<file path="config.mk">
export PLATFORM = sky130hd
export DESIGN_NAME = supply_monitor_regulator_ctrl
export DESIGN_NICKNAME = d
export VERILOG_FILES = /design/src/supply_ctrl_pkg.sv /design/src/supply_monitor_regulator_ctrl.sv
export SDC_FILE = /design/constraint.sdc
export NUM_CORES = 1
export LEC_CHECK = 0
export ABC_AREA = 1
export BUFFER_PORTS_ARGS = -buffer_cell sky130_fd_sc_hd__buf_2
export CORE_MARGIN = 10
export CORE_UTILIZATION = 49
export DETAILED_ROUTE_END_ITERATION = 8
export MAX_ROUTING_LAYER = met4
export PLACE_DENSITY = 0.76
export SETUP_SLACK_MARGIN = 0.5
export SLEW_MARGIN = 20
export SYNTH_ARGS = -nofsm -noshare
export SYNTH_HDL_FRONTEND = slang
export SYNTH_SLANG_ARGS = --single-unit
export TNS_END_PERCENT = 50
</file>
<file path="constraint.sdc">
create_clock -name clk_in -period 2.6 [get_ports clk_in]
set_input_delay 0.13 -clock clk_in [delete_from_list [all_inputs] [get_ports clk_in]]
set_output_delay 0.13 -clock clk_in [all_outputs]
set_load 0.01 [all_outputs]
</file>
<file path="src/supply_ctrl_pkg.sv">
// Constants for the supply monitor and regulator control block
package supply_ctrl_pkg;
  // Register byte offsets on the Avalon-MM slave
  localparam logic [5:0] OFS_UNLOCK    = 6'h00;
  localparam logic [5:0] OFS_VREG      = 6'h04;
  localparam logic [5:0] OFS_MONITOR   = 6'h08;
  localparam logic [5:0] OFS_TSENSOR   = 6'h0c;
  localparam logic [5:0] OFS_FAST_OSC  = 6'h10;
  localparam logic [5:0] OFS_SLOW_OSC  = 6'h14;
  localparam logic [5:0] OFS_PWR_STAT  = 6'h18;
  localparam logic [5:0] OFS_IRQ_EN    = 6'h1c;
  localparam logic [5:0] OFS_IRQ_DIS   = 6'h20;
  localparam logic [5:0] OFS_IRQ_MASK  = 6'h24;
  localparam logic [5:0] OFS_IRQ_STAT  = 6'h28;
  localparam logic [5:0] OFS_IRQ_CLR   = 6'h2c;
  // Unlock key in bits 31:24, target offset in bits 5:0
  localparam logic [7:0] UNLOCK_KEY    = 8'haa;
  // Regulator control register fields
  localparam int VR_EN      = 0;
  localparam int VR_ON      = 1;
  localparam int VR_SEL_LO  = 2;
  localparam int VR_GOOD    = 4;
  localparam int VR_CAL_LO  = 8;
  localparam int VR_FCD     = 16;
  localparam int VR_HV_EN   = 17;
  localparam int VR_HV_ST   = 18;
  localparam int VR_HV_MSK  = 19;
  localparam int VR_HV_MST  = 20;
  localparam int FREEZE_BIT = 31;
  // Supply monitor register fields
  localparam int SM_CTRL_LO = 0;
  localparam int SM_FS      = 4;
  localparam int SM_RATE_LO = 8;
  localparam int SM_CAL_LO  = 16;
  localparam int SM_FCD     = 24;
  localparam int SM_ON      = 25;
  // Status and interrupt bit positions
  localparam int ST_ERR     = 0;
  localparam int ST_DROP    = 1;
  localparam int ST_GOOD    = 2;
  // Reset values and monitor control codes
  localparam logic [1:0] SEL_1V8_RST  = 2'h0;
  localparam logic [1:0] CTRL_OFF     = 2'h0;
  localparam logic [1:0] CTRL_RESET   = 2'h1;
  localparam logic [1:0] CTRL_IRQ     = 2'h2;
  localparam int         SYNC_DLY_RST = 2;
  // Calibration sequencer states
  typedef enum logic {CAL_LOAD, CAL_RUN} cal_state_e;
endpackage : supply_ctrl_pkg

</file>
<file path="src/supply_monitor_regulator_ctrl.sv">
// Regulator, supply monitor and oscillator enable control with Avalon-MM registers
//
// Implementation choices: the register addresses and the Avalon-MM register port.
`timescale 1ns/1ps
`default_nettype none
module supply_monitor_regulator_ctrl #(
  parameter int CAL_W    = 8,
  parameter int RATE_W   = 4,
  parameter int SYNC_DLY = supply_ctrl_pkg::SYNC_DLY_RST
) (
  input  wire  logic              clk_in,
  input  wire  logic              resetn_in,
  input  wire  logic              por_resetn_in,
  input  wire  logic [5:0]        address_in,
  input  wire  logic              read_in,
  input  wire  logic              write_in,
  input  wire  logic [31:0]       writedata_in,
  output logic [31:0]             readdata_out,
  output logic                    waitrequest_out,
  input  wire  logic [CAL_W-1:0]  fuse_vreg_cal_in,
  input  wire  logic [CAL_W-1:0]  fuse_mon_cal_in,
  input  wire  logic              wake_shutdown_in,
  input  wire  logic              regulator_good_in,
  input  wire  logic              hv_trip_in,
  input  wire  logic              supply_low_in,
  input  wire  logic              deep_halt_sleep_in,
  input  wire  logic              slow_tick_in,
  output logic                    cpu_run_out,
  output logic                    regulator_en_out,
  output logic [1:0]              output_level_select_out,
  output logic [CAL_W-1:0]        vreg_cal_out,
  output logic                    hv_detector_en_out,
  output logic                    monitor_en_out,
  output logic                    sampling_mode_out,
  output logic                    sample_strobe_out,
  output logic [CAL_W-1:0]        mon_cal_out,
  output logic                    slow_osc_en_out,
  output logic                    temp_sensor_en_out,
  output logic                    fast_osc_en_out,
  output logic                    reset_req_out,
  output logic                    irq_out
);
  import supply_ctrl_pkg::*;

  // Power-on domain state
  logic              vreg_en_ff, vreg_frz_ff, vreg_fcd_ff, hv_en_ff, hv_mask_ff;
  logic [1:0]        sel_ff;
  logic [CAL_W-1:0]  vreg_cal_ff;
  // Ordinary reset domain state
  logic              mon_frz_ff, mon_fcd_ff, mon_fs_ff, temp_en_ff, fosc_en_ff, sosc_en_ff;
  logic [1:0]        mon_ctrl_ff;
  logic [RATE_W-1:0] mon_rate_ff;
  logic [CAL_W-1:0]  mon_cal_ff;
  logic              unlock_ff;                 // Unlock armed
  logic [5:0]        unlock_ofs_ff;             // Offset it was armed for
  logic              wait_ff;                   // Bus wait state
  logic [31:0]       rdata_ff;                  // Read data
  logic              drop_ff, good_ff, hv_eff_ff, samp_ff, strobe_ff, rst_req_ff, irq_ff;
  logic              sosc_out_ff;               // Slow oscillator request, registered
  logic [2:0]        isr_ff, imr_ff;            // Sticky events and mask
  logic [15:0]       tick_cnt_ff;               // Sampling divider
  cal_state_e        cal_ff;                    // Calibration sequencer
  // Synchroniser delay lines: en, hv, mask, monitor, fast osc
  logic [4:0]        dly_ff [SYNC_DLY];

  // Decode and qualification
  wire        wr_go    = write_in & ~wait_ff;
  wire        hit_vreg = (address_in == OFS_VREG);
  wire        hit_mon  = (address_in == OFS_MONITOR);
  wire        unlocked = unlock_ff & (unlock_ofs_ff == address_in);
  wire        locked_wr = wr_go & (hit_vreg | hit_mon) & ~unlocked;
  wire        vreg_wr  = wr_go & hit_vreg & unlocked & ~vreg_frz_ff;
  wire        mon_wr   = wr_go & hit_mon & unlocked & ~mon_frz_ff;
  wire        cal_step = (cal_ff == CAL_LOAD);
  wire        vcal_ld  = cal_step & ~vreg_fcd_ff;
  wire        mon_on   = (mon_ctrl_ff != CTRL_OFF);
  wire        samp_req = mon_on & (deep_halt_sleep_in | mon_fs_ff);
  wire [4:0]  dly_in   = {fosc_en_ff, mon_on, hv_mask_ff, hv_en_ff & ~mon_on, vreg_en_ff};
  wire [4:0]  st       = dly_ff[SYNC_DLY-1];
  wire [15:0] tick_top = 16'((32'h1 << mon_rate_ff) - 32'h1);
  wire        tick_end = slow_tick_in & (tick_cnt_ff >= tick_top);
  wire        drop_nxt = mon_on & (samp_req ? (tick_end ? supply_low_in : drop_ff)
                                            : supply_low_in);
  wire [2:0]  evt      = {regulator_good_in & ~good_ff, drop_nxt & ~drop_ff, locked_wr};
  wire [31:0] wd       = writedata_in;
  wire [31:0] vreg_rd  = {vreg_frz_ff, 10'h0, st[2], hv_mask_ff, st[1], hv_en_ff,
                          vreg_fcd_ff, vreg_cal_ff, 3'h0, good_ff, sel_ff, st[0], vreg_en_ff};
  wire [31:0] mon_rd   = {mon_frz_ff, 5'h0, st[3], mon_fcd_ff, mon_cal_ff,
                          4'(0), mon_rate_ff, 3'h0, mon_fs_ff, 2'h0, mon_ctrl_ff};
  wire [31:0] rd_mux   = hit_vreg                      ? vreg_rd :
                         hit_mon                       ? mon_rd :
                         (address_in == OFS_TSENSOR)  ? {31'h0, temp_en_ff} :
                         (address_in == OFS_FAST_OSC) ? {31'h0, st[4]} :
                         (address_in == OFS_SLOW_OSC) ? {31'h0, sosc_en_ff} :
                         (address_in == OFS_PWR_STAT) ? {29'h0, good_ff, drop_ff, 1'b0} :
                         (address_in == OFS_IRQ_MASK) ? {29'h0, imr_ff} :
                         (address_in == OFS_IRQ_STAT) ? {29'h0, isr_ff} : 32'h0;

  // Power-on domain: regulator register and its calibration
  always_ff @(posedge clk_in or negedge por_resetn_in) begin
    if (!por_resetn_in) begin
      vreg_en_ff  <= 1'b1;
      sel_ff      <= SEL_1V8_RST;
      vreg_cal_ff <= '0;
      vreg_fcd_ff <= 1'b0;
      hv_en_ff    <= 1'b1;
      hv_mask_ff  <= 1'b0;
      vreg_frz_ff <= 1'b0;
    end else if (vcal_ld) begin
      vreg_cal_ff <= fuse_vreg_cal_in;
      vreg_fcd_ff <= 1'b1;
    end else if (vreg_wr) begin
      vreg_en_ff  <= wd[VR_EN];
      sel_ff      <= wd[VR_SEL_LO +: 2];
      vreg_cal_ff <= wd[VR_CAL_LO +: CAL_W];
      vreg_fcd_ff <= wd[VR_FCD];
      hv_en_ff    <= wd[VR_HV_EN];
      hv_mask_ff  <= wd[VR_HV_MSK];
      vreg_frz_ff <= wd[FREEZE_BIT];
    end else if (wake_shutdown_in) begin
      vreg_en_ff  <= 1'b1;
    end
  end

  // Monitor register and monitor calibration
  always_ff @(posedge clk_in or negedge resetn_in) begin
    if (!resetn_in) begin
      mon_ctrl_ff <= CTRL_OFF;
      mon_fs_ff   <= 1'b0;
      mon_rate_ff <= '0;
      mon_cal_ff  <= '0;
      mon_fcd_ff  <= 1'b0;
      mon_frz_ff  <= 1'b0;
    end else if (cal_step) begin
      mon_cal_ff  <= fuse_mon_cal_in;
      mon_fcd_ff  <= 1'b1;
    end else if (mon_wr) begin
      mon_ctrl_ff <= wd[SM_CTRL_LO +: 2];
      mon_fs_ff   <= wd[SM_FS];
      mon_rate_ff <= wd[SM_RATE_LO +: RATE_W];
      mon_cal_ff  <= wd[SM_CAL_LO +: CAL_W];
      mon_fcd_ff  <= wd[SM_FCD];
      mon_frz_ff  <= wd[FREEZE_BIT];
    end
  end

  // Unprotected enables and the unlock arm
  always_ff @(posedge clk_in or negedge resetn_in) begin
    if (!resetn_in) begin
      temp_en_ff    <= 1'b0;
      fosc_en_ff    <= 1'b0;
      sosc_en_ff    <= 1'b0;
      unlock_ff     <= 1'b0;
      unlock_ofs_ff <= '0;
    end else if (wr_go) begin
      if (address_in == OFS_TSENSOR) temp_en_ff <= wd[0];
      if (address_in == OFS_FAST_OSC) fosc_en_ff <= wd[0];
      if (address_in == OFS_SLOW_OSC) sosc_en_ff <= wd[0];
      // Any write consumes the arm; a keyed unlock write rearms it
      unlock_ff     <= (address_in == OFS_UNLOCK) && (wd[31:24] == UNLOCK_KEY);
      unlock_ofs_ff <= wd[5:0];
    end
  end

  // Synchronisation delay line, SYNC_DLY stages each carrying all five controlled bits
  for (genvar s = 0; s < SYNC_DLY; s++) begin : g_dly
    always_ff @(posedge clk_in or negedge resetn_in) begin
      if (!resetn_in) dly_ff[s] <= '0;
      else dly_ff[s] <= (s == 0) ? dly_in : dly_ff[(s == 0) ? 0 : s-1];
    end
  end

  // Calibration sequencer holds the CPU until loads are done
  always_ff @(posedge clk_in or negedge resetn_in) begin
    if (!resetn_in) begin
      cal_ff      <= CAL_LOAD;
      cpu_run_out <= 1'b0;
    end else begin
      case (cal_ff)
        CAL_LOAD: begin
          cal_ff      <= CAL_RUN;
          cpu_run_out <= 1'b1;
        end
        CAL_RUN: cal_ff <= CAL_RUN;
        default: cal_ff <= CAL_LOAD;
      endcase
    end
  end

  // Sampling divider, detect flag, reset and interrupt
  always_ff @(posedge clk_in or negedge resetn_in) begin
    if (!resetn_in) begin
      tick_cnt_ff <= '0;
      strobe_ff   <= 1'b0;
      samp_ff     <= 1'b0;
      drop_ff     <= 1'b0;
      good_ff     <= 1'b0;
      hv_eff_ff   <= 1'b1;
      rst_req_ff  <= 1'b0;
      isr_ff      <= '0;
      imr_ff      <= '0;
      irq_ff      <= 1'b0;
      sosc_out_ff <= 1'b0;
    end else begin
      // Slow oscillator runs for software or for sampling
      sosc_out_ff <= sosc_en_ff | samp_req;
      tick_cnt_ff <= (!samp_req || tick_end) ? 16'h0 :
                     slow_tick_in ? tick_cnt_ff + 16'h1 : tick_cnt_ff;
      strobe_ff   <= samp_req & tick_end;
      samp_ff     <= samp_req;
      drop_ff     <= drop_nxt;
      good_ff     <= regulator_good_in;
      hv_eff_ff   <= hv_en_ff & ~mon_on;
      rst_req_ff  <= (drop_ff & (mon_ctrl_ff == CTRL_RESET)) |
                     (hv_trip_in & st[1] & ~st[2]);
      // Set wins over clear for every sticky event
      isr_ff <= (isr_ff & ~((wr_go && address_in == OFS_IRQ_CLR) ? wd[2:0] : 3'h0))
                | evt;
      imr_ff <= (imr_ff | ((wr_go && address_in == OFS_IRQ_EN) ? wd[2:0] : 3'h0))
                & ~((wr_go && address_in == OFS_IRQ_DIS) ? wd[2:0] : 3'h0);
      irq_ff <= |(isr_ff & imr_ff);
    end
  end

  // Avalon slave: one wait cycle, data ready when waitrequest drops
  always_ff @(posedge clk_in or negedge resetn_in) begin
    if (!resetn_in) begin
      wait_ff  <= 1'b1;
      rdata_ff <= '0;
    end else begin
      wait_ff  <= ~((read_in | write_in) & wait_ff);
      if (read_in && wait_ff) rdata_ff <= rd_mux;
    end
  end

  // Outputs straight from flops
  assign readdata_out            = rdata_ff;
  assign waitrequest_out         = wait_ff;
  assign regulator_en_out        = vreg_en_ff;
  assign output_level_select_out = sel_ff;
  assign vreg_cal_out            = vreg_cal_ff;
  assign hv_detector_en_out      = hv_eff_ff;
  assign monitor_en_out          = st[3];
  assign sampling_mode_out       = samp_ff;
  assign sample_strobe_out       = strobe_ff;
  assign mon_cal_out             = mon_cal_ff;
  assign slow_osc_en_out         = sosc_out_ff;
  assign temp_sensor_en_out      = temp_en_ff;
  assign fast_osc_en_out         = fosc_en_ff;
  assign reset_req_out           = rst_req_ff;
  assign irq_out                 = irq_ff;
endmodule : supply_monitor_regulator_ctrl
`default_nettype wire

</file>
==> metrics.txt, run 1 <==
status finished, final reports clean; cell types with the highest counts after synthesis sky130_fd_sc_hd__nand2_1 (192), sky130_fd_sc_hd__dfrtp_1 (105), sky130_fd_sc_hd__inv_1 (57), sky130_fd_sc_hd__nor2_1 (57), sky130_fd_sc_hd__nand3_1 (55); Comb pwr share 16.8%; RSZ-0062 raised after global routing true; Design Power 0.00407 W; number of buffers added on ports 116; share of final-layout standard cells stronger than drive strength 1 27.3%; shortest clock period the worst path allows after layout 2.41 ns; worst setup timing slack at the placement stage 0.00458 ns; CP Data Required Time 2.87 ns; setup TNS after final layout 0 ns; total DRC errors in the routed layout 0; CTS tree built; design internal power 0.00289 W; Worst VDD drop 0.000316 V; Detailed Routing Iterations Pass 1 5; maximum level of the CTS H-tree 3; Sw Share 28.9%; area inside the core boundary 10900 um^2; relative slew slack 41.9%; pin count of the biggest net entering global routing 66; wire length of the first global-routing pass 25100 um; HPWL Detailed 11200 um; CTS sink cnt 109; number of antenna violations at the first check in global routing 0; Leak Pwr 3.56 nW; cts bufs inserted 9; cells taking the most area after synthesis sky130_fd_sc_hd__dfrtp_1 (47%), sky130_fd_sc_hd__nand2_1 (13%), sky130_fd_sc_hd__nand3_1 (5.0%), sky130_fd_sc_hd__ha_1 (4.1%), sky130_fd_sc_hd__inv_1 (3.9%); final setup slack of the worst path 0.192 ns; Synth Flop Type sky130_fd_sc_hd__dfrtp_1; EDFF count, synth 0; Crit Path Class reg -> reg; fraction of the core area covered by cells at the end of the flow 62.8%; Max Root-Sink Buffers 2; final setup skew 0.00713 ns; share of power burned in the clock network 34.8%; switching power summed over all nets 0.00117 W; Initial DRC Count 536; sequential group share of total power 48.3%; maxcap violations 0; Slew Viols, Final 0; via count of the routed design 5056; vertical die dimension 126 um; final cycle utilization of the critical path 92.6%; total track usage 19.3%; Clock Latency Late Sink 0.35 ns; async set-reset flop share out of synthesis 100%; area growth from synthesis to final layout 23.8%; # setup viols final 0; number of cells produced by synthesis 674; via count of the first global-routing pass 5159; critical path startpoint category register; remaining antenna violation count after routing 0; synth warn 0; wirelength, routed 15400 um; Top-Level Pins 127; proportion of synthesized chip area in sequential cells 49.3%; post-synthesis instance area 5540 um^2; Total Nets Final 889; die area 16000 um^2; effective utilization at floorplan 50.7%; Cell Pwr Density 593 nW/um^2; type of the tightest min-delay check in -> reg; Fillers 935; die width 126 um; standard cell area after detailed placement 6300 um^2; final hold violation count 0; transition at the pin with the smallest max-transition slack 0.872 ns; mean post-synth cell area 8.23 um^2; vias per cell 5.32; largest area contributor in the netlist sky130_fd_sc_hd__dfrtp_1; post-DR wirelength/cell 16.2 um; standard-cell row count 38; arrival time at the worst endpoint 2.68 ns; CTS clk-pin slew, worst paths 0.07 ns; Critical Path Sink Type register; biggest fanout along the worst timing path 9; most frequent cell after synthesis sky130_fd_sc_hd__nand2_1; antenna cell count 0; Fmax 415 MHz; fin area 6860 um^2; fraction of synthesized cell area taken by the top area cell type 47.4%; final RePlAce weighted congestion 0.890; gr ovfl total 0; synthesis-stage register bit count 109; clock tree root buffer cell sky130_fd_sc_hd__clkbuf_16; distinct cell type count after synthesis 40
-- cells in the final DEF (no fill, tap or decap), types with 5 or more instances in the layout --
cell type,synthesis,layout
sky130_fd_sc_hd__nor3_1,17,11
sky130_fd_sc_hd__o21ai_1,13,14
sky130_fd_sc_hd__a21oi_1,34,34
sky130_fd_sc_hd__xor2_1,8,7
sky130_fd_sc_hd__inv_1,57,55
sky130_fd_sc_hd__nand2_2,3,13
sky130_fd_sc_hd__nor2_4,3,5
sky130_fd_sc_hd__dfrtp_1,105,102
sky130_fd_sc_hd__clkbuf_16,0,9
sky130_fd_sc_hd__buf_4,8,14
sky130_fd_sc_hd__buf_2,4,115
sky130_fd_sc_hd__nand4_1,13,13
sky130_fd_sc_hd__dlygate4sd3_1,0,7
sky130_fd_sc_hd__nor2_1,57,53
sky130_fd_sc_hd__inv_2,8,10
sky130_fd_sc_hd__nand2_4,3,6
sky130_fd_sc_hd__o21ai_2,7,8
sky130_fd_sc_hd__ha_1,18,17
sky130_fd_sc_hd__nor2_2,4,6
sky130_fd_sc_hd__nand2_1,192,180
sky130_fd_sc_hd__o21ai_0,19,17
sky130_fd_sc_hd__conb_1,2,10
sky130_fd_sc_hd__nand3_1,55,51
-- logic make-up after synthesis --
group           share of synthesized area [%]
compound gates                           8.87
xor+xnor                                 1.74
fa+ha+maj                                4.06
buf+inv                                  7.13
flops                                    49.3
other cells                             0.135
simple gates                             28.8
-- metrics by stage --
step	hold slack, ns	cells
after floorplan	-0.166	682
after global placement	0.0550	920
after detailed placement	0.0572	920
after CTS	0.000427	951
after global routing	0.0204	951
final	0.00347	951
-- per-layer routing --
layer	track usage (%)	vias up	wire, um
met5	-	-	0
met4	5.89	0	323
met1	24.8	2408	6620
met3	3.50	25	936
li1	-	2427	-
met2	30.4	196	7520
-- final timing paths --
path                       slack [ns]          startpoint  depth (start not counted)              to
min in group asynchronous        0.24       por_resetn_in                          2      hv_mask_ff
max                              0.19      mon_rate_ff[2]                         13  tick_cnt_ff[0]
max reg2reg                      0.19      mon_rate_ff[2]                         13  tick_cnt_ff[0]
min reg2reg                      0.36           dly_ff[7]                          0           st[2]
max in group asynchronous        1.49           resetn_in                          3         drop_ff
min                             0.003  fuse_mon_cal_in[0]                          3  mon_cal_out[0]
-- flip-flops by register name, indices dropped and copies added (netlist names), 2 cells and up --
name	flops
dly_ff	5
imr_ff	3
isr_ff	3
mon_cal_out	8
mon_ctrl_ff	2
mon_rate_ff	4
output_level_select_out	2
readdata_out	24
st	5
tick_cnt_ff	16
unlock_ofs_ff	6
vreg_cal_out	8
-- power groups by stage --
stage                     Clock, W  Sequential, W  Combinational (W)
after floorplan                  0        0.00203           0.000313
after global placement           0        0.00199           0.000653
after detailed placement         0        0.00200           0.000671
after CTS                  0.00144        0.00197           0.000686
after global routing       0.00149        0.00199           0.000771
final                      0.00142        0.00197           0.000684
-- cell type report --
class,instances,area (um^2),share of cell area [%]
Multi-Input combinational cell,483,2630,38.3
Clock buffer,12,246,3.59
Clock inverter,4,56.3,0.820
Sequential cell,109,2740,39.9
Inverter,66,248,3.61
Timing Repair Buffer,137,771,11.2
Tap cell,140,175,2.55
-- worst max-delay path, stage by stage (launching register included) --
cell and delay [ns]:
sky130_fd_sc_hd__dfrtp_2 0.45, sky130_fd_sc_hd__nor2_4 0.14, sky130_fd_sc_hd__nand3_2 0.10, sky130_fd_sc_hd__ha_4 0.20
sky130_fd_sc_hd__nand3_1 0.10, sky130_fd_sc_hd__o21ai_2 0.07, sky130_fd_sc_hd__ha_1 0.29, sky130_fd_sc_hd__nand2_2 0.10
sky130_fd_sc_hd__o21ai_1 0.08, sky130_fd_sc_hd__a21oi_1 0.23, sky130_fd_sc_hd__nand3_4 0.15, sky130_fd_sc_hd__nand2_8 0.13
sky130_fd_sc_hd__nand2_4 0.12, sky130_fd_sc_hd__a21oi_1 0.18
-- timing repair --
action | CTS | global route
hold buffers | 7 | 0
buffers inserted | 6 | 0
gates cloned | 2 | 0
endpoints found under the setup margin | 19 | 19
pin swaps | 5 | 4
gates resized for setup | 13 | 24
hold endpoints to repair | 81 | 0
Power figures use the tool's default switching activity.
==> inputs of run 2 (changes only) <==
CORE_UTILIZATION = 58   (was 49)
PLACE_DENSITY = 0.85   (was 0.76)
clock period = 2.88 ns   (was 2.6 ns; I/O delays follow)
==> run 2 against run 1 <==
Compared with the run above:
- fmax is 1.7% higher
- clock power fell by 35%
- global-route usage up 2.8 points
- worst hold slack gained 0.0046 ns
- routed wire length up 0.45%
- sequential share of layout area increased by 0.55 points
- via count grew 2.8%
- power fell by 19%
- die area shrank 13%
- largest cell class unchanged
- largest power group unchanged
==> metrics.txt, run 2 (synthesis gave the netlist of run 1 again) <==
Max Root-Sink Buffers 2 (unchanged); vertical die dimension 118 um (-6.8%); flip-flop count of the largest register after layout 24 (unchanged); Fillers 688 (-26%); RSZ-0062 raised after global routing true; register cell area after layout 2740 um^2 (unchanged); biggest fanout along the worst timing path 5 (-4); CP Data Required Time 3.17 ns (+0.30 ns); Cell Pwr Density 489 nW/um^2 (-18%); fin area 6770 um^2 (-1.3%); gr ovfl total 0 (unchanged); Detailed Routing Iterations Pass 1 7 (+2); final cycle utilization of the critical path 82.2% (-10 points); total DRC errors in the routed layout 0 (unchanged); effective utilization at floorplan 59.7% (+9.0 points); remaining antenna violation count after routing 0 (unchanged); Top-Level Pins 127 (unchanged); standard-cell row count 35 (-7.9%); Leak Pwr 3.52 nW (-1.1%); Slew Viols, Final 0 (unchanged); final RePlAce weighted congestion 0.889 (-0.10%); area used by multi-input combinational logic 2630 um^2 (-0.24%); Worst VDD drop 0.000276 V (-13%); shortest clock period the worst path allows after layout 2.37 ns (-0.0399 ns); pin count of the biggest net entering global routing 44 (-33%); share of final-layout standard cells stronger than drive strength 1 27.2% (about the same); Total Nets Final 893 (+0.45%); cts bufs inserted 9 (unchanged); HPWL Detailed 11200 um (-0.18%); die area 13900 um^2 (-13%); arrival time at the worst endpoint 2.66 ns (-0.02 ns); total track usage 22.2% (+2.8 points); standard cell area after detailed placement 6240 um^2 (-0.97%); antenna cell count 0 (unchanged); type of the tightest min-delay check in -> reg; setup TNS after final layout 0 ns (unchanged); number of buffers added on ports 116 (unchanged); # setup viols final 0 (unchanged); via count of the routed design 5200 (+2.8%); area growth from synthesis to final layout 22.1%; transition at the pin with the smallest max-transition slack 0.769 ns (-0.103 ns); CTS sink cnt 109 (unchanged); number of antenna violations at the first check in global routing 0 (unchanged); maximum level of the CTS H-tree 3 (unchanged); Reg2Reg Depth 13 (unchanged); status finished, final reports clean; die width 118 um (-6.8%); relative slew slack 48.7% (+6.8 points); Fmax 422 MHz (+1.7%); wirelength, routed 15500 um (+0.45%); CTS tree built; area inside the core boundary 9280 um^2 (-15%); fraction of the core area covered by cells at the end of the flow 72.9% (+10 points); maxcap violations 0 (unchanged); Min-Delay Path Depth 3 (unchanged); Critical Path Sink Type register; final hold violation count 0 (unchanged); via count of the first global-routing pass 5210 (+0.99%); Crit Path Class reg -> reg; most frequent cells in the layout sky130_fd_sc_hd__nand2_1 (185), sky130_fd_sc_hd__buf_2 (115), sky130_fd_sc_hd__dfrtp_1 (102), sky130_fd_sc_hd__inv_1 (56); Clock Latency Late Sink 0.38 ns (+0.03 ns); post-DR wirelength/cell 16.4 um (+1.2%); final setup skew 0.0193 ns (+0.0121 ns); critical path startpoint category register; vias per cell 5.51 (+3.6%); CTS clk-pin slew, worst paths 0.10 ns (+0.03 ns); clock tree root buffer cell sky130_fd_sc_hd__clkbuf_8; most frequent standard cell in the layout excluding fill and tap cells sky130_fd_sc_hd__nand2_1; Initial DRC Count 425 (-21%); wire length of the first global-routing pass 25100 um (about the same)
[run 2: cell types whose count changed in the layout (fill, tap and decap cells not counted), moves of 3 or more]
cell and delta:
sky130_fd_sc_hd__dlygate4sd3_1 +3, sky130_fd_sc_hd__clkbuf_8 +9, sky130_fd_sc_hd__nand2_1 +5, sky130_fd_sc_hd__nand2_2 -6, sky130_fd_sc_hd__nor3_2 +3, sky130_fd_sc_hd__clkbuf_16 -9
[run 2: path summary, 6_finish.rpt]
check	startpoint	to	slack (ns)
worst min-delay path	writedata_in[2]	unlock_ofs_ff[2]	0.008
worst max-delay path	mon_rate_ff[2]	tick_cnt_ff[7]	0.51
max in group asynchronous	resetn_in	waitrequest_out	1.78
worst min register to register	dly_ff[6]	st[1]	0.36
worst max register to register	mon_rate_ff[2]	tick_cnt_ff[7]	0.51
min in group asynchronous	por_resetn_in	vreg_cal_out[5]	0.19
[run 2: layout make-up]
| cell class | instances | area share (%) |
|---|---|---|
| clock buffers | 10 | 2.03 |
| flip-flops and latches | 109 | 40.4 |
| inverters | 66 | 3.66 |
| repair buffers | 141 | 11.8 |
| clock inverters | 6 | 0.998 |
| multi-input cells | 483 | 38.8 |
| well taps | 129 | 2.38 |
[run 2: report_power, final]
part	switching, W	internal, W
registers	0.000103	0.00167
clock network	0.000563	0.000362
logic	0.000382	0.000229
[run 2: metal layers]
layer  part of all wire [%]  vias to the layer above  GRT usage [%]
met4                    1.7                        0           5.95
li1                       -                     2455              -
met5                      0                        -              -
met1                     41                     2473           26.8
met2                     50                      244           36.8
met3                    7.5                       28           4.70
[run 2: through the flow]
step / instances / total power, W / setup WS, ns / hold slack, ns
final: 944 / 0.00331 / 0.512 / 0.00810
after detailed placement: 908 / 0.00240 / 0.269 / 0.0688
after CTS: 941 / 0.00332 / 0.507 / 0.000820
after global routing: 944 / 0.00350 / 0.381 / 0.00451
after floorplan: 682 / 0.00212 / 0.523 / -0.152
after global placement: 908 / 0.00237 / 0.357 / 0.0713
[run 2: repair_timing]
action                                  4_1_cts  5_1_grt
pin swaps                                     1       10
cloned                                        1        1
hold buffers                                 10        0
endpoints found under the hold margin        63        0
gates resized for setup                      10       26
buffers inserted                              6        2
endpoints found under the setup margin       17       19
[run 2: critical path, stage by stage (launching register included)]
cell and delay [ns]:
sky130_fd_sc_hd__dfrtp_2 0.45, sky130_fd_sc_hd__nor2_4 0.15, sky130_fd_sc_hd__nand3_2 0.10, sky130_fd_sc_hd__ha_4 0.20, sky130_fd_sc_hd__nand3_1 0.09, sky130_fd_sc_hd__o21ai_1 0.07
sky130_fd_sc_hd__ha_1 0.27, sky130_fd_sc_hd__nand2_1 0.11, sky130_fd_sc_hd__o21ai_0 0.12, sky130_fd_sc_hd__a21oi_2 0.15, sky130_fd_sc_hd__nand3_2 0.12, sky130_fd_sc_hd__nand2_4 0.17
sky130_fd_sc_hd__nand2_8 0.10, sky130_fd_sc_hd__nor3_1 0.17
